==> src/hdl/tdchb_defines.vh <==
// constants of the tdc host bus port
`ifndef TDCHB_DEFINES_VH
`define TDCHB_DEFINES_VH
`define TDCHB_DW 28
`define TDCHB_HW 16
`define TDCHB_MSW_W 12
`define TDCHB_AW 4
`define TDCHB_NSTOP 8
`define TDCHB_ADDR_FIFO1 4'h8
`define TDCHB_ADDR_FIFO2 4'h9
`define TDCHB_ADDR_BUSW 4'he
`define TDCHB_BUSW_BIT 4
`define TDCHB_NARROW_RST 1'b0
`define TDCHB_PIN_IDLE 6'h0f
`define TDCHB_CLK_PS 5000
`define TDCHB_MRST_RISE_NS 27
`define TDCHB_MRST_FALL_NS 13
`define TDCHB_PRST_RISE_NS 60
`define TDCHB_PRST_FALL_NS 13
`define TDCHB_CW 5
`endif

==> src/hdl/tdchb_port.v <==
// host bus port of an eight channel time-to-digital converter
`include "tdchb_defines.vh"
`default_nettype none
module tdchb_port (
    // clock and reset
    input wire ref_clk_i,
    input wire rst_n_i,
    // bus pins
    input wire chip_select_n_i,
    input wire read_strobe_n_i,
    input wire write_strobe_n_i,
    input wire output_drive_hold_n_i,
    input wire [`TDCHB_AW-1:0] addr_i,
    input wire [`TDCHB_DW-1:0] data_i,
    output reg [`TDCHB_DW-1:0] data_o,
    output reg data_oe_o,
    output reg fifo_one_empty_indicator_o,
    output reg fifo_two_empty_indicator_o,
    // reset and hit pins
    input wire master_reset_i,
    input wire partial_reset_i,
    input wire start_hit_i,
    input wire [`TDCHB_NSTOP-1:0] stop_hit_i,
    output reg start_hit_o,
    output reg [`TDCHB_NSTOP-1:0] stop_hit_o,
    output reg hit_accept_o,
    // measurement results into the interface fifos
    input wire [1:0] result_valid_i,
    output wire [1:0] result_ready_o,
    input wire [2*`TDCHB_DW-1:0] result_data_i,
    // configuration writes towards the core
    output reg cfg_we_o,
    output reg [`TDCHB_AW-1:0] cfg_addr_o,
    output reg [`TDCHB_DW-1:0] cfg_data_o,
    output reg narrow_mode_o
);
    // ****************************************
    // pin synchronisers
    // ****************************************
    localparam SW = 6 + `TDCHB_AW + `TDCHB_DW + 1 + `TDCHB_NSTOP;
    // windows in clock cycles, rounded up, then cut to counter width
    localparam integer MRISE_N = (`TDCHB_MRST_RISE_NS * 1000
        + `TDCHB_CLK_PS - 1) / `TDCHB_CLK_PS;
    localparam integer MFALL_N = (`TDCHB_MRST_FALL_NS * 1000
        + `TDCHB_CLK_PS - 1) / `TDCHB_CLK_PS;
    localparam integer PRISE_N = (`TDCHB_PRST_RISE_NS * 1000
        + `TDCHB_CLK_PS - 1) / `TDCHB_CLK_PS;
    localparam integer PFALL_N = (`TDCHB_PRST_FALL_NS * 1000
        + `TDCHB_CLK_PS - 1) / `TDCHB_CLK_PS;
    localparam [`TDCHB_CW-1:0] MRISE_CYC = MRISE_N[`TDCHB_CW-1:0];
    localparam [`TDCHB_CW-1:0] MFALL_CYC = MFALL_N[`TDCHB_CW-1:0];
    localparam [`TDCHB_CW-1:0] PRISE_CYC = PRISE_N[`TDCHB_CW-1:0];
    localparam [`TDCHB_CW-1:0] PFALL_CYC = PFALL_N[`TDCHB_CW-1:0];

    wire [SW-1:0] pins = {master_reset_i, partial_reset_i,
        output_drive_hold_n_i, read_strobe_n_i, write_strobe_n_i,
        chip_select_n_i, addr_i, data_i, start_hit_i, stop_hit_i};
    reg [SW-1:0] s1_q;
    reg [SW-1:0] s2_q;
    reg [5:0] s3_q;

    // two flops, then a third stage of the control pins for edges;
    // reset to the idle pin levels so no false edge follows reset
    always @(posedge ref_clk_i or negedge rst_n_i) begin
        if (!rst_n_i) begin
            s1_q <= {`TDCHB_PIN_IDLE, {(SW-6){1'b0}}};
            s2_q <= {`TDCHB_PIN_IDLE, {(SW-6){1'b0}}};
            s3_q <= `TDCHB_PIN_IDLE;
        end else begin
            s1_q <= pins;
            s2_q <= s1_q;
            s3_q <= s2_q[SW-1:SW-6];
        end
    end

    wire mrst = s2_q[SW-1];
    wire prst = s2_q[SW-2];
    wire hold_n = s2_q[SW-3];
    wire rd_act = !s2_q[SW-4] && !s2_q[SW-6];
    wire wr_act = !s2_q[SW-5] && !s2_q[SW-6];
    wire rd_act_old = !s3_q[2] && !s3_q[0];
    wire wr_act_old = !s3_q[1] && !s3_q[0];
    wire [`TDCHB_AW-1:0] addr = s2_q[SW-7:SW-6-`TDCHB_AW];
    wire [`TDCHB_DW-1:0] wdata = s2_q[`TDCHB_DW+`TDCHB_NSTOP:
        `TDCHB_NSTOP+1];
    wire start_s = s2_q[`TDCHB_NSTOP];
    wire [`TDCHB_NSTOP-1:0] stop_s = s2_q[`TDCHB_NSTOP-1:0];
    wire rd_begin = rd_act && !rd_act_old;
    wire rd_end = !rd_act && rd_act_old;
    wire wr_end = !wr_act && wr_act_old;
    wire mrst_rise = mrst && !s3_q[5];
    wire mrst_fall = !mrst && s3_q[5];
    wire prst_rise = prst && !s3_q[4];
    wire prst_fall = !prst && s3_q[4];

    // ****************************************
    // interface fifos
    // ****************************************
    wire [1:0] head_valid;
    wire [2*`TDCHB_DW-1:0] head_data;
    reg [1:0] pop;
    reg rd_phase_q;
    reg [`TDCHB_MSW_W-1:0] msw_q;
    wire sel_two = (addr == `TDCHB_ADDR_FIFO2);
    wire sel_fifo = sel_two || (addr == `TDCHB_ADDR_FIFO1);
    wire [`TDCHB_DW-1:0] head = sel_two ?
        head_data[2*`TDCHB_DW-1:`TDCHB_DW] : head_data[`TDCHB_DW-1:0];

    genvar gi;
    generate
        for (gi = 0; gi < 2; gi = gi + 1) begin : g_fifo
            tdchb_buf #(.W(`TDCHB_DW)) u_buf (
                .ref_clk_i(ref_clk_i),
                .rst_n_i(rst_n_i),
                .clr_i(mrst),
                .in_valid_i(result_valid_i[gi]),
                .in_ready_o(result_ready_o[gi]),
                .in_data_i(result_data_i[gi*`TDCHB_DW +: `TDCHB_DW]),
                .out_valid_o(head_valid[gi]),
                .out_ready_i(pop[gi]),
                .out_data_o(head_data[gi*`TDCHB_DW +: `TDCHB_DW])
            );
        end
    endgenerate

    // pop at end of a wide read or of the first narrow access
    always @* begin
        pop = 2'b00;
        if (rd_end && sel_fifo && !(narrow_mode_o && rd_phase_q))
            pop[sel_two] = 1'b1;
    end

    // ****************************************
    // read path and drive control
    // ****************************************
    always @(posedge ref_clk_i or negedge rst_n_i) begin
        if (!rst_n_i) begin
            data_o <= {`TDCHB_DW{1'b0}};
            data_oe_o <= 1'b0;
            rd_phase_q <= 1'b0;
            msw_q <= {`TDCHB_MSW_W{1'b0}};
            fifo_one_empty_indicator_o <= 1'b1;
            fifo_two_empty_indicator_o <= 1'b1;
        end else begin
            data_oe_o <= !hold_n || rd_act;
            fifo_one_empty_indicator_o <= !head_valid[0] || pop[0];
            fifo_two_empty_indicator_o <= !head_valid[1] || pop[1];
            if (rd_begin) begin
                if (!sel_fifo)
                    data_o <= {`TDCHB_DW{1'b0}};
                else if (!narrow_mode_o)
                    data_o <= head;
                else if (!rd_phase_q)
                    data_o <= {12'h000, head[`TDCHB_HW-1:0]};
                else
                    data_o <= {12'h000, 4'h0, msw_q};
            end
            if (rd_end && narrow_mode_o) begin
                rd_phase_q <= ~rd_phase_q;
                if (!rd_phase_q)
                    msw_q <= head[`TDCHB_DW-1:`TDCHB_HW];
            end
            if (mrst)
                rd_phase_q <= 1'b0;
        end
    end

    // ****************************************
    // write path and bus width
    // ****************************************
    reg wr_phase_q;
    reg [`TDCHB_HW-1:0] lsw_q;
    wire [`TDCHB_DW-1:0] wword = narrow_mode_o ?
        {wdata[`TDCHB_MSW_W-1:0], lsw_q} : wdata;
    wire wr_done = wr_end && (!narrow_mode_o || wr_phase_q);

    always @(posedge ref_clk_i or negedge rst_n_i) begin
        if (!rst_n_i) begin
            wr_phase_q <= 1'b0;
            lsw_q <= {`TDCHB_HW{1'b0}};
            cfg_we_o <= 1'b0;
            cfg_addr_o <= {`TDCHB_AW{1'b0}};
            cfg_data_o <= {`TDCHB_DW{1'b0}};
            narrow_mode_o <= `TDCHB_NARROW_RST;
        end else begin
            cfg_we_o <= wr_done;
            if (wr_end && narrow_mode_o) begin
                wr_phase_q <= ~wr_phase_q;
                if (!wr_phase_q)
                    lsw_q <= wdata[`TDCHB_HW-1:0];
            end
            if (wr_done) begin
                cfg_addr_o <= addr;
                cfg_data_o <= wword;
                if (addr == `TDCHB_ADDR_BUSW)
                    narrow_mode_o <= wword[`TDCHB_BUSW_BIT];
            end
            if (mrst)
                wr_phase_q <= 1'b0;
        end
    end

    // ****************************************
    // hit rejection after resets
    // ****************************************
    reg [`TDCHB_CW-1:0] blk_q;
    reg [`TDCHB_CW-1:0] blk_d;

    // reload the window on each reset edge, never shortening it
    always @* begin
        blk_d = (blk_q != {`TDCHB_CW{1'b0}}) ?
            blk_q - 1'b1 : blk_q;
        if (mrst_rise && blk_d < MRISE_CYC)
            blk_d = MRISE_CYC;
        if (mrst_fall && blk_d < MFALL_CYC)
            blk_d = MFALL_CYC;
        if (prst_rise && blk_d < PRISE_CYC)
            blk_d = PRISE_CYC;
        if (prst_fall && blk_d < PFALL_CYC)
            blk_d = PFALL_CYC;
    end

    always @(posedge ref_clk_i or negedge rst_n_i) begin
        if (!rst_n_i) begin
            blk_q <= {`TDCHB_CW{1'b0}};
            hit_accept_o <= 1'b0;
            start_hit_o <= 1'b0;
            stop_hit_o <= {`TDCHB_NSTOP{1'b0}};
        end else begin
            blk_q <= blk_d;
            hit_accept_o <= !mrst && !prst &&
                (blk_d == {`TDCHB_CW{1'b0}});
            start_hit_o <= start_s && hit_accept_o;
            stop_hit_o <= stop_s & {`TDCHB_NSTOP{hit_accept_o}};
        end
    end
endmodule // tdchb_port
`default_nettype wire

==> src/hdl/tdchb_buf.v <==
// two-entry valid/ready buffer for one interface fifo
`default_nettype none
module tdchb_buf #(
    parameter W = 28
) (
    // clock and reset
    input wire ref_clk_i,
    input wire rst_n_i,
    input wire clr_i,
    // filling side
    input wire in_valid_i,
    output wire in_ready_o,
    input wire [W-1:0] in_data_i,
    // draining side
    output wire out_valid_o,
    input wire out_ready_i,
    output wire [W-1:0] out_data_o
);
    reg [W-1:0] mem_q [0:1];
    reg wp_q;
    reg rp_q;
    reg [1:0] cnt_q;
    reg rdy_q;
    wire push = in_valid_i && in_ready_o;
    wire pop = out_valid_o && out_ready_i;
    wire [1:0] cnt_d = cnt_q + {1'b0, push} - {1'b0, pop};

    // ready comes from a flop, set from the next fill count
    assign in_ready_o = rdy_q;
    assign out_valid_o = (cnt_q != 2'h0);
    assign out_data_o = mem_q[rp_q];

    // pointers and fill count
    always @(posedge ref_clk_i or negedge rst_n_i) begin
        if (!rst_n_i) begin
            wp_q <= 1'b0;
            rp_q <= 1'b0;
            cnt_q <= 2'h0;
            rdy_q <= 1'b1;
        end else if (clr_i) begin
            wp_q <= 1'b0;
            rp_q <= 1'b0;
            cnt_q <= 2'h0;
            rdy_q <= 1'b1;
        end else begin
            if (push)
                wp_q <= ~wp_q;
            if (pop)
                rp_q <= ~rp_q;
            cnt_q <= cnt_d;
            rdy_q <= (cnt_d != 2'h2);
        end
    end

    // storage, no reset needed
    always @(posedge ref_clk_i) begin
        if (push)
            mem_q[wp_q] <= in_data_i;
    end
endmodule // tdchb_buf
`default_nettype wire

==> config.mk <==
export PLATFORM = sky130hd
export DESIGN_NAME = tdchb_port
export DESIGN_NICKNAME = d
export VERILOG_FILES = /design/src/hdl/tdchb_port.v /design/src/hdl/tdchb_buf.v
export VERILOG_INCLUDE_DIRS = /design/src /design/src/hdl
export SDC_FILE = /design/constraint.sdc
export NUM_CORES = 1
export LEC_CHECK = 0
export ABC_CLOCK_PERIOD_IN_PS = 2600
export BUFFER_PORTS_ARGS = -buffer_cell sky130_fd_sc_hd__buf_2
export CAP_MARGIN = 20
export CORE_MARGIN = 1.5
export CORE_UTILIZATION = 55
export CTS_CLUSTER_DIAMETER = 150
export DETAILED_ROUTE_END_ITERATION = 12
export PLACE_DENSITY = 0.85
export SETUP_SLACK_MARGIN = 0.2
export SKIP_LAST_GASP = 1
export SYNTH_ARGS = -nofsm -noshare
export SYNTH_HDL_FRONTEND = slang
export SYNTH_SLANG_ARGS = --single-unit
==> constraint.sdc <==
create_clock -name ref_clk_i -period 2.6 [get_ports ref_clk_i]
set_input_delay 0.26 -clock ref_clk_i [delete_from_list [all_inputs] [get_ports ref_clk_i]]
set_output_delay 0.26 -clock ref_clk_i [all_outputs]
set_load 0.01 [all_outputs]
Word-level counts from Yosys, hierarchy flattened
Memories as Yosys holds them, arrays and structs flattened.
Index checks and enable logic that the tools add are counted.
{"block": "totals", "register_bits": 220, "ramBits": 112, "inputBits": 107, "out_inout_bits": 77, "wordCells": 150, "mem_count": 2}
{"block": "op_classes", "n_addsub": 5, "n_lt_le_gt_ge": 6, "eq_ne": 5, "muxes": 33, "bitwise_logic": 7, "reduce_logical": 65}
{"name": "g_fifo[0].u_buf.mem_q", "words": 2, "width": 28, "read_ports": 1, "rd_clocked_by_memory_dff": 0, "write_ports": 1, "line_no": "tdchb_buf.v:19", "source": "reg [W-1:0] mem_q [0:1];"}
{"name": "g_fifo[1].u_buf.mem_q", "words": 2, "width": 28, "read_ports": 1, "rd_clocked_by_memory_dff": 0, "write_ports": 1, "line_no": "tdchb_buf.v:19"}
{"cell": "28-bit 2-to-1 mux", "count": 4}
{"cell": "1-bit logical AND", "count": 29}
{"cell": "5-bit 2-to-1 mux", "count": 5}
{"cell": "1-bit 2-to-1 mux", "count": 19}
{"cell": "1-bit zero test", "count": 18}
{"cell": "16-bit 2-to-1 mux", "count": 1}
{"cell": "2-bit nonzero test", "count": 8}
{"cell": "4-bit == test, second input constant", "count": 3}
{"cell": "5-bit by 2-bit less-than comparator with 1-bit output, second input constant", "count": 2}
{"cell": "8-bit AND", "count": 1}
{"cell": "2-bit 2-to-1 mux", "count": 3}
{"cell": "1-bit inverter", "count": 6}
{"cell": "2-bit AND reduction", "count": 3}
{"cell": "5-bit zero test", "count": 1}
{"cell": "1-bit logical OR", "count": 5}
{"cell": "5-bit by 3-bit less-than comparator with 1-bit output, second input constant", "count": 1}
{"cell": "5-bit by 4-bit less-than comparator with 1-bit output, second input constant", "count": 1}
{"cell": "5-bit nonzero test", "count": 1}
{"cell": "5-bit by 1-bit subtractor with 5-bit output, second input constant", "count": 1}
{"cell": "2-bit by 1-bit adder with 2-bit output", "count": 2}
{"cell": "2-bit != test, second input constant", "count": 2}
{"cell": "2-bit by 1-bit subtractor with 2-bit output", "count": 2}
{"cell": "1-bit by 2-bit less-than comparator with 1-bit output, second input constant", "count": 1}
{"cell": "1-bit demux with 1-bit select", "count": 1}
{"cell": "1-bit >= comparator, second input constant", "count": 1}

Longest topological paths before layout
Gate-level depths: netlist (run 1).
{"block": "logic_depth", "word_depth": 16, "depth_mapped": 11, "ltp_nobuf": 10}

Hierarchy
Synthesis (run 1) repeated with hierarchy kept, for this count alone.
{"block": "hier_totals", "hier_cells": 777, "hier_area_um2": 11995.3}
{"mod": "tdchb_port", "instances": 1, "cells_per_inst": 557, "area_each_um2": 7438.4}
{"mod": "tdchb_buf", "instances": 2, "cells_per_inst": 110, "area_each_um2": 2278.4}

Least setup slack after synthesis (run 1)
OpenSTA, ideal clock, no wires.
{"block": "synth_timing", "kind": "reg2reg", "start": "register narrow_mode_o", "end": "register g_fifo[0].u_buf.rdy_q", "setup_ns": 0.088, "arrival_time_ns": 2.303, "path_slack_ns": 0.209, "path_stages_with_launch": 12, "path_buffers": 2, "path_cell_list": "dfrtp_1 > buf_2 > and2_1 > buf_2 > nand2b_1 > nor4_2 > ha_1 > inv_1 > ha_1 > xor2_1 > xnor2_1 > or3_1"}
{"block": "synth_between", "elab_chain_cells": 8}
{"element": "from (decl)", "line_no": "tdchb_port.v:35", "source": "output reg narrow_mode_o"}
{"element": "from (signal assigned)", "line_no": "tdchb_port.v:184", "source": "narrow_mode_o <= `TDCHB_NARROW_RST;"}
{"element": "from (signal assigned)", "line_no": "tdchb_port.v:196", "source": "narrow_mode_o <= wword[`TDCHB_BUSW_BIT];"}
{"element": "1-bit logical AND", "line_no": "tdchb_port.v:129", "source": "if (rd_end && sel_fifo && !(narrow_mode_o && rd_phase_q))"}
{"element": "1-bit zero test", "line_no": "tdchb_port.v:129"}
{"element": "1-bit logical AND", "line_no": "tdchb_port.v:129"}
{"element": "2-bit 2-to-1 mux", "line_no": "tdchb_port.v:129"}
{"element": "1-bit logical AND", "line_no": "tdchb_buf.v:25", "source": "wire pop = out_valid_o && out_ready_i;"}
{"element": "2-bit by 1-bit subtractor with 2-bit output", "line_no": "tdchb_buf.v:26", "source": "wire [1:0] cnt_d = cnt_q + {1'b0, push} - {1'b0, pop};"}
{"element": "2-bit != test", "line_no": "tdchb_buf.v:51", "source": "rdy_q <= (cnt_d != 2'h2);"}
{"element": "1-bit 2-to-1 mux", "line_no": "tdchb_buf.v:40", "source": "end else if (clr_i) begin"}
{"element": "to (signal assigned)", "line_no": "tdchb_buf.v:51"}
{"element": "to (decl)", "line_no": "tdchb_buf.v:23", "source": "reg rdy_q;"}
No other way between the ends.
A chain may end at the register's enable or synchronous reset.

Final worst setup path (run 1)
{"block": "layout_timing", "start": "register s2_q[41]", "end": "register g_fifo[1].u_buf.rdy_q"}
{"block": "layout_between", "elab_chain_cells": 11}
{"element": "from (decl)", "line_no": "tdchb_port.v:59", "source": "reg [SW-1:0] s2_q;"}
{"element": "from (signal assigned)", "line_no": "tdchb_port.v:67", "source": "s2_q <= {`TDCHB_PIN_IDLE, {(SW-6){1'b0}}};"}
{"element": "from (signal assigned)", "line_no": "tdchb_port.v:71", "source": "s2_q <= s1_q;"}
{"element": "1-bit zero test", "line_no": "tdchb_port.v:79", "source": "wire rd_act = !s2_q[SW-4] && !s2_q[SW-6];"}
{"element": "1-bit logical AND", "line_no": "tdchb_port.v:79"}
{"element": "1-bit zero test", "line_no": "tdchb_port.v:89", "source": "wire rd_end = !rd_act && rd_act_old;"}
{"element": "1-bit logical AND", "line_no": "tdchb_port.v:89"}
{"element": "1-bit logical AND (2 in series)", "line_no": "tdchb_port.v:129"}
{"element": "2-bit 2-to-1 mux", "line_no": "tdchb_port.v:129"}
{"element": "1-bit logical AND", "line_no": "tdchb_buf.v:25"}
{"element": "2-bit by 1-bit subtractor with 2-bit output", "line_no": "tdchb_buf.v:26"}
{"element": "2-bit != test", "line_no": "tdchb_buf.v:51"}
{"element": "1-bit 2-to-1 mux", "line_no": "tdchb_buf.v:40"}
{"element": "to (signal assigned)", "line_no": "tdchb_buf.v:51"}
{"element": "to (decl)", "line_no": "tdchb_buf.v:23"}
No other way between the ends.

==> results.ini, run 1 <==
[cts]
clk_latency_ns=0.54
clk_root_buffer_cell=clkbuf_16
path_clk_slew_ns=0.06
ctsHtreeMaxLevel=1
clockBufferDepth=3
cts_buffers=31
cts.sinks=331
cts_tree=done

[global_route]
grt_pass1_wl_um=41400
use_met1_pct=29.6
use_met2_pct=42.3
grt_max_degree=95
grt_usage_pct=23.9
busiest_layer=met2
use_met3_pct=5.30
grt_antenna_before_repair=1
grt_pass1_vias=7929
overflow=0

[layout]
nNetsFinal=1193
syn2layout_area_growth_pct=28.1
final_core_util_pct=72.1
drive_gt1_share_pct=28.8

[logic_synthesis]
synth.top_cell.area_share_pct=42.9
synth_area_leaders=dfrtp_1 43%, edfxtp_1 28%, mux2i_1 4.7%
netlist_area_sq_um=11900
ys_warn_count=0
synth_cells=780
synth.ff_latch_count=331
syn_avg_cell_area_sq_um=15.3
seq_area_frac_synth_pct=74.4
synth_top_area_cell=dfrtp_1
syn-num-nets=892
synth_cell_types=52
async_flop_share_pct=66.2
synth-main-ff-cell=dfrtp_1
synth_edf_count=112

[timing]
worst_slew_pin_slew_ns=1.02
hold_viol=0
slew_viol_final=0
layout_setup_ws_ns=0.279
fin_tns_setup_ns=0
skew_ns=0.0119
period_share_pct=89.3
grt_setup_unrepaired=yes
final-setup-viol-count=0
clock.fmax_mhz=431
max_slew_margin_pct=31.9
min_period_ns=2.32

[floorplan]
io_pins=184
die_y_um=150
core-area_sq_um=21200
rows=53
fp.dieW_um=150
initial_core_util_pct=56.3
fp.dieArea_sq_um=22500

[power_and_ir_drop]
power_density_nw_per_um2=808
ir_drop_mv=0.634
p_leak_uw=0.00648

[worst_setup_path]
r2r_start=s2_q[41]
r2r_end=g_fifo[1].u_buf.in_ready_o
required_ns=3.05
critPathMaxFanout=4
start_kind=register
cp-endpoint=g_fifo[1].u_buf.in_ready_o
crit_start=s2_q[41]
r2r_setup_slack_ns=0.28
r2r_cells=10
crit_arrival_ns=2.78
criticalPathCategory=register to register
end_kind=register

[routing]
drt-initial-drc-count=420
via_count=7514
drt_pass1_iterations=5
wl_per_cell_um=19.3
ant_nets=0
drc=0
via_per_inst=5.44
wl_um=26700

[flow_run]
max_cap_violations=0

[placement]
place.gp.congestion=0.816
post-place-ws_ns=0.132
dp_hpwl_um=15500
io_buffers=183

[run_status]
status=finished, final reports clean

[worst_hold_path]
hold_class=input pin to register

==> report_power, final <==
part	switching, uW	leakage [uW]	internal [uW]
logic	916	0.00234	818
registers	339	0.00368	6020
clock network	1840	0.000459	2400
==> critical path, cell delays in order (launching register included) <==
cell	delay (ns)
dfstp_2	0.56
nor2_2	0.07
nor3_2	0.21
nand4b_1	0.18
nor2_2	0.16
ha_1	0.25
inv_1	0.06
ha_2	0.19
xor2_2	0.16
xnor2_1	0.11
or3_1	0.31
==> logic make-up (layout without fill, tap and decap cells) <==
group           Yosys count  after routing  synth area share [%]
flops                   331            331                  74.4
compound gates          149            149                  8.22
simple gates            143            143                  6.43
mux                      88             88                  7.73
buf+inv                  54            378                  1.93
xor+xnor                 10             10                 0.735
fa+ha+maj                 5              5                 0.525
other cells               0              1                     0
==> sequential cells by signal, indices dropped and copies added, names as in the netlist, 2 cells and up <==
| register | count |
|---|---|
| data_o | 28 |
| g_fifo.u_buf.mem_q | 112 |
| g_fifo.u_buf.cnt_q | 4 |
| s1_q | 47 |
| g_fifo.u_buf.in_ready_o | 2 |
| g_fifo.u_buf.rp_q | 2 |
| lsw_q | 16 |
| cfg_data_o | 28 |
| cfg_addr_o | 4 |
| msw_q | 12 |
| s2_q | 47 |
| s3_q | 5 |
| blk_q | 5 |
| stop_hit_o | 8 |
| g_fifo.u_buf.wp_q | 2 |
==> cell usage in the layout (no fill, tap or decap), types with 29 or more instances in the layout <==
master | Yosys | routed
buf_2 | 16 | 182
mux2_2 | 29 | 29
clkbuf_16 | 0 | 31
nor2b_1 | 32 | 32
a21oi_1 | 60 | 60
a211oi_1 | 41 | 41
dfrtp_1 | 204 | 201
dlygate4sd3_1 | 0 | 104
mux2i_1 | 56 | 56
nor2_1 | 48 | 44
edfxtp_1 | 112 | 112
==> synthesized netlist by cell type, drive strengths merged, types with 2 or more instances <==
| library cell | number |
|---|---|
| a211oi | 41 |
| a2111oi | 2 |
| and3 | 2 |
| and4b | 2 |
| mux2i | 56 |
| a21oi | 60 |
| or3 | 4 |
| o211ai | 2 |
| nand2 | 24 |
| a22o | 16 |
| xnor2 | 6 |
| o21a | 2 |
| inv | 14 |
| dfrtp | 204 |
| clkbuf | 22 |
| edfxtp | 112 |
| nand2b | 4 |
| and2 | 11 |
| o21ai | 17 |
| nor2 | 49 |
| or2 | 3 |
| nand3 | 2 |
| dfstp | 15 |
| nor2b | 33 |
| nor4 | 2 |
| buf | 18 |
| xor2 | 4 |
| ha | 5 |
| mux2 | 32 |
| nor3 | 3 |
==> cell type report <==
type / count / area, sq um
Sequential cell: 331 / 8870
Clock buffer: 39 / 816
Fill cell: 1264 / 5900
Multi-Input combinational cell: 395 / 2870
Timing Repair Buffer: 308 / 2170
Antenna cell: 1 / 2.50
Clock inverter: 17 / 134
Tap cell: 275 / 344
Inverter: 14 / 52.6
==> timing repair <==
item                                   in CTS  in global routing
buffers inserted                            0                  1
setup endpoints to repair                   2                  4
pin swaps                                   1                  6
hold buffers                              104                  0
resized for setup                           1                  7
endpoints found under the hold margin     238                  0
==> routing by layer <==
layer | routed length, um | vias up | share of wire, %
li1 | - | 3408 | -
met5 | 0 | - | 0
met4 | 600 | 0 | 2.2
met2 | 13700 | 320 | 51
met1 | 10400 | 3732 | 39
met3 | 1950 | 54 | 7.3
==> worst min-delay path by stage <==
stage	cells after the start	slack (ns)	from	end
6_report	4	0.15	result_valid_i[0]	g_fifo[0].u_buf.wp_q
5_1_grt	4	0.20	result_valid_i[0]	g_fifo[0].u_buf.wp_q
4_1_cts	4	0.13	result_valid_i[1]	g_fifo[1].u_buf.wp_q
3_5_place_dp	1	0.31	rst_n_i	stop_hit_o[5]
3_3_place_gp	1	0.32	rst_n_i	stop_hit_o[4]
2_1_floorplan	0	-0.04	rst_n_i	blk_q[0]
==> through the flow <==
stage,hold slack [ns],std cells,power [uW],instance area (sq um)
after floorplan,-0.0356,780,7360,11900
after global placement,0.315,1217,7900,13200
after detailed placement,0.314,1217,8010,13200
after CTS,0.135,1377,12300,15200
after global routing,0.195,1380,12900,15300
final,0.154,1380,12300,15300
Power figures use the tool's default switching activity.
==> run 2: changes to the inputs <==
CELL_PAD_IN_SITES_DETAIL_PLACEMENT = 1   (was default)
CELL_PAD_IN_SITES_GLOBAL_PLACEMENT = 2   (was default)
CORE_UTILIZATION = 40   (was 55)
PLACE_DENSITY = 0.86   (was 0.85)
==> results.ini, run 2 (synthesis results as in run 1) <==
[run_status]
status=finished, final reports clean

[routing]
drt-initial-drc-count=292  ; -30%
drc=0  ; unchanged
wl_per_cell_um=19.3  ; -0.14%
wl_um=28900  ; +8.4%
drt_pass1_iterations=4  ; -1
ant_nets=0  ; unchanged
via_count=7427  ; -1.2%
via_per_inst=4.96  ; -8.9%

[timing]
max_slew_margin_pct=36.9  ; +5.0 points
final-setup-viol-count=0  ; unchanged
skew_ns=0.0230  ; +0.0111 ns
hold_viol=0  ; unchanged
holdWs_ns=0.170  ; +0.0165 ns
clock.fmax_mhz=427  ; -0.92%
slew_viol_final=0  ; unchanged
worst_slew_pin_slew_ns=0.943  ; -0.0789 ns
fin_tns_setup_ns=0  ; unchanged
grt_setup_unrepaired=yes
period_share_pct=90.1  ; +0.83 points
layout_setup_ws_ns=0.258  ; -0.0215 ns
min_period_ns=2.34  ; +0.0215 ns

[cts]
cts_buffers=37  ; +19%
clockBufferDepth=3  ; unchanged
ctsHtreeMaxLevel=2  ; +1
cts.sinks=331  ; unchanged
path_clk_slew_ns=0.05  ; about the same
cts_tree=done
clk_root_buffer_cell=clkbuf_16
clk_latency_ns=0.52  ; -0.02 ns

[floorplan]
die_y_um=176  ; +17%
rows=62  ; +17%
initial_core_util_pct=41.0  ; -15 points
core-area_sq_um=29000  ; +37%
fp.dieW_um=176  ; +17%
io_pins=184  ; unchanged
fp.dieArea_sq_um=30800  ; +37%

[power_and_ir_drop]
ir_drop_mv=0.578  ; -8.9%
power_density_nw_per_um2=854  ; +5.7%
p_leak_uw=0.00664  ; +2.5%
p_total_uw=13400  ; +8.9%

[worst_setup_path]
slowest_delay_ns=0.56  ; about the same
slowest_stage=dfstp_2
path_delay_family=simple AND/OR/NAND/NOR gates
path_buf_inv=1  ; unchanged
r2r_start=s2_q[41]
criticalPathCategory=register to register
critPathMaxFanout=4  ; unchanged
crit_start=s2_q[41]
required_ns=3.03  ; -0.02 ns
end_kind=register
path_cells=nor2_2 -> or3_4 -> nor4_4 -> ha_1 -> inv_1 -> ha_2 -> xor2_2 -> xnor2_1 -> or3_1
crit_arrival_ns=2.77  ; about the same
start_kind=register

[placement]
dp_hpwl_um=18100  ; +17%
io_buffers=183  ; unchanged
place.gp.congestion=0.785  ; -3.8%
post-place-ws_ns=0.0572  ; -0.0744 ns

[layout]
largestRegisters=g_fifo.u_buf.mem_q: 112 flops, s1_q: 47 flops, s2_q: 47 flops
syn2layout_area_growth_pct=32.0
antenna_cells=0  ; -1
final_core_util_pct=54.2  ; -18 points
final_cell_mix=201 x dfrtp_1, 182 x buf_2, 112 x edfxtp_1
layout_commonest_cell=dfrtp_1
top_register=g_fifo.u_buf.mem_q
nNetsFinal=1200  ; +0.59%
largest_reg_flops=112  ; unchanged
drive_gt1_share_pct=29.7  ; +0.91 points

[global_route]
overflow=0  ; unchanged
grt_max_degree=64  ; -33%
grt_usage_pct=19.2  ; -4.7 points
grt_pass1_wl_um=45500  ; +9.9%
grt_antenna_before_repair=1  ; unchanged
grt_pass1_vias=8252  ; +4.1%

[worst_hold_path]
hp-start=result_valid_i[0]
hold_class=input pin to register

[flow_run]
max_cap_violations=0  ; unchanged

[run 2: cell types whose count changed in the layout (fill, tap and decap cells not counted), sizes merged]
cell      previous run  this run
diode                1         0
bufinv               2         4
buf                204       205
clkbuf              39        56
clkinvlp             3         1
clkinv              12         4
[run 2: worst reg2reg max path, cell delays in order, from the launching register on]
cell and delay, ns:
dfstp_2 0.56, nor2_2 0.07, or3_4 0.35, nor4_4 0.18, ha_1 0.28, inv_1 0.06, ha_2 0.19, xor2_2 0.15
xnor2_1 0.11, or3_1 0.31
[run 2: timing repair]
| item | in CTS | in global routing |
|---|---|---|
| hold buffers | 104 | 0 |
| endpoints found under the hold margin | 216 | 0 |
| pin swaps | 1 | 2 |
| gates cloned | 0 | 0 |
| setup endpoints to repair | 3 | 3 |
| setup buffers | 0 | 3 |
| resized for setup | 3 | 4 |
[run 2: layout make-up]
cell class / instances / area (sq um)
inverters: 14 / 52.6
fillers: 2863 / 13300
well taps: 384 / 480
clock inverters: 9 / 161
flip-flops and latches: 331 / 8870
repair buffers: 309 / 2190
multi-input cells: 395 / 2860
clock buffers: 56 / 1110
[run 2: power breakdown]
group	switching (uW)	internal [uW]	leakage [uW]
sequential	333	6020	0.00368
combinational	927	819	0.00235
clock	1990	3340	0.000617
[run 2: layer usage]
layer / up-vias / share of wire [%] / global-route usage (%) / wire, um
li1: 3420 / - / - / -
met1: 3762 / 40 / 22.8 / 11700
met2: 187 / 53 / 35.3 / 15200
met3: 56 / 4.6 / 3.53 / 1340
met4: 2 / 2.4 / 5.95 / 703
met5: - / 0.035 / 0 / 10
[run 2: final timing paths]
check                                              to  slack [ns]  depth (start not counted)
setup reg to reg           g_fifo[0].u_buf.in_ready_o        0.26                          9
hold reg to reg                              s2_q[18]        0.34                          0
max in group asynchronous  g_fifo[0].u_buf.in_ready_o        1.49                          3
min in group asynchronous               stop_hit_o[2]        0.27                          2
setup / recovery           g_fifo[0].u_buf.in_ready_o        0.26                          9
hold / removal                   g_fifo[0].u_buf.wp_q        0.17                          4
[run 2: metrics by stage]
step	cells	cell area, sq um
after CTS	1495	15700
after global placement	1326	13400
after floorplan	780	11900
final	1498	15700
after global routing	1498	15700
after detailed placement	1326	13400
==> run 3: changes to the inputs <==
PLACE_DENSITY = default   (was 0.86)
PLACE_DENSITY_LB_ADDON = 0.05   (was default)
==> results.ini, run 3 (synthesis results as in run 1) <==
[run_status]
status=finished, final reports clean

[global_route]
grt_usage_pct=19.0  ; -0.24 points
overflow=0  ; unchanged
grt_antenna_before_repair=0  ; -1
grt_max_degree=69  ; +7.8%
grt_pass1_wl_um=45000  ; -1.1%
grt_pass1_vias=8164  ; -1.1%

[worst_setup_path]
crit_arrival_ns=2.79  ; +0.02 ns
cp-endpoint=g_fifo[0].u_buf.in_ready_o
criticalPathCategory=register to register
required_ns=3.03  ; about the same
r2r_cells=9  ; unchanged
end_kind=register
r2r_setup_slack_ns=0.24  ; -0.02 ns
r2r_end=g_fifo[0].u_buf.in_ready_o
r2r_start=s2_q[41]
start_kind=register
critPathMaxFanout=4  ; unchanged
crit_start=s2_q[41]

[cts]
path_clk_slew_ns=0.06  ; about the same
cts_buffers=37  ; unchanged
clk_root_buffer_cell=clkbuf_16
ctsHtreeMaxLevel=2  ; unchanged
cts_tree=done
cts.sinks=331  ; unchanged
clk_latency_ns=0.51  ; about the same
clockBufferDepth=3  ; unchanged

[layout]
antenna_cells=0  ; unchanged
largestRegisters=g_fifo.u_buf.mem_q: 112 flops, s1_q: 47 flops, s2_q: 47 flops
fillers=2890  ; +0.94%
top_register=g_fifo.u_buf.mem_q
syn2layout_area_growth_pct=31.1
layout_commonest_cell=dfrtp_1
largest_reg_flops=112  ; unchanged
drive_gt1_share_pct=29.2  ; -0.55 points
nNetsFinal=1197  ; -0.25%
final_cell_mix=201 x dfrtp_1, 182 x buf_2, 112 x edfxtp_1

[power_and_ir_drop]
ir_drop_mv=0.472  ; -18%
intPower_uw=9830  ; -3.4%
p_leak_uw=0.00659  ; -0.80%
p_total_uw=13000  ; -2.9%
p_comb_share_pct=13.2  ; +0.2 points
p_clk_share_pct=38.1  ; -1.6 points
swShare_pct=24.6  ; +0.37 points
power_frac_seq_pct=48.7  ; +1.4 points
power_density_nw_per_um2=835  ; -2.2%
p_sw_uw=3200  ; -1.5%

[routing]
drc=0  ; unchanged
wl_met1_um=12300  ; +5.6%
wl_um=28000  ; -3.1%
ant_nets=0  ; unchanged
dr_wl_met2_um=14100  ; -7.0%
wl_met3_um=1190  ; -11%
wl_per_cell_um=18.7  ; -2.9%
routed.top_layer=met4
drt-initial-drc-count=335  ; +15%
via_count=7318  ; -1.5%
drt_pass1_iterations=4  ; unchanged
via_per_inst=4.89  ; -1.3%

[floorplan]
die_y_um=176  ; unchanged
core-area_sq_um=29000  ; unchanged
fp.dieW_um=176  ; unchanged
io_pins=184  ; unchanged
fp.dieArea_sq_um=30800  ; unchanged
rows=62  ; unchanged
initial_core_util_pct=41.0  ; unchanged

[timing]
fin_tns_setup_ns=0  ; unchanged
hold_viol=0  ; unchanged
clock.fmax_mhz=424  ; -0.75%
period_share_pct=90.8  ; +0.69 points
skew_ns=0.0175  ; -0.00553 ns
grt_setup_unrepaired=yes
slew_viol_final=0  ; unchanged
max_slew_margin_pct=53.4  ; +17 points
worst_slew_pin_slew_ns=0.699  ; -0.244 ns
min_period_ns=2.36  ; +0.0178 ns
final-setup-viol-count=0  ; unchanged

[flow_run]
max_cap_violations=0  ; unchanged

[placement]
io_buffers=183  ; unchanged
dp_hpwl_um=18000  ; -0.34%
place.gp.congestion=0.778  ; -0.89%

[worst_hold_path]
hp-start=result_valid_i[0]
hold_class=input pin to register

run 3: cell types whose count changed in the layout (fill, tap and decap cells not counted), sizes merged:
cell / previous run / this run
clkinv: 4 / 10
clkbuf: 56 / 51
buf: 205 / 202
bufinv: 4 / 2
inv: 14 / 16
clkinvlp: 1 / 0
run 3: worst min path at each step:
| stage | to | slack [ns] | cells past startpoint |
|---|---|---|---|
| global placement | data_o[20] | 0.26 | 1 |
| global route | g_fifo[0].u_buf.wp_q | 0.25 | 4 |
| floorplan | blk_q[0] | -0.04 | 0 |
| CTS | g_fifo[0].u_buf.wp_q | 0.20 | 4 |
| detailed placement | data_o[20] | 0.27 | 1 |
| finish | g_fifo[0].u_buf.wp_q | 0.23 | 4 |
run 3: final cells by class:
cell class,instances,area (sq um),area share [%]
Clock buffer,51,1040,6.66
Clock inverter,14,123,0.786
Timing Repair Buffer,306,2180,14.0
Tap cell,384,480,3.08
Sequential cell,331,8870,56.8
Multi-Input combinational cell,395,2860,18.3
Inverter,14,52.6,0.337
run 3: power groups by stage:
stage | combinational, uW | sequential [uW] | clock, uW
floorplan | 964 | 6400 | 0
global placement | 1550 | 6400 | 0
detailed placement | 1630 | 6440 | 0
CTS | 1760 | 6350 | 5110
global route | 1910 | 6420 | 5330
finish | 1720 | 6340 | 4970
run 3: worst max-delay path, stage by stage, from the launching register on:
cell     delay [ns]
dfstp_2        0.56
nor2_2         0.07
or3_4          0.34
nor4_4         0.23
ha_1           0.27
inv_1          0.06
ha_2           0.17
xor2_1         0.17
xnor2_1        0.12
or3_1          0.32
run 3: what timing repair did:
item | in CTS | in global routing
pin swaps | 1 | 5
hold endpoints to repair | 224 | 0
gates cloned | 0 | 0
hold buffers | 104 | 0
setup buffers | 0 | 0
gates resized for setup | 1 | 5
setup endpoints to repair | 2 | 3
run 3: metal layers:
metal / GRT usage, % / up-vias
met2: 32.8 / 159
li1: - / 3414
met5: 0 / -
met4: 4.34 / 0
met1: 24.9 / 3717
met3: 3.42 / 28
run 3: through the flow:
| step | worst slack (ns) | std cells | cell area [sq um] | utilization (%) | hold WS (ns) |
|---|---|---|---|---|---|
| global route | 0.121 | 1495 | 15600 | 53.8 | 0.246 |
| CTS | 0.202 | 1495 | 15600 | 53.7 | 0.200 |
| floorplan | 0.209 | 780 | 11900 | - | -0.0356 |
| detailed placement | 0.127 | 1326 | 13400 | 46.1 | 0.265 |
| finish | 0.240 | 1495 | 15600 | 53.8 | 0.231 |
| global placement | 0.195 | 1326 | 13400 | 46.1 | 0.263 |
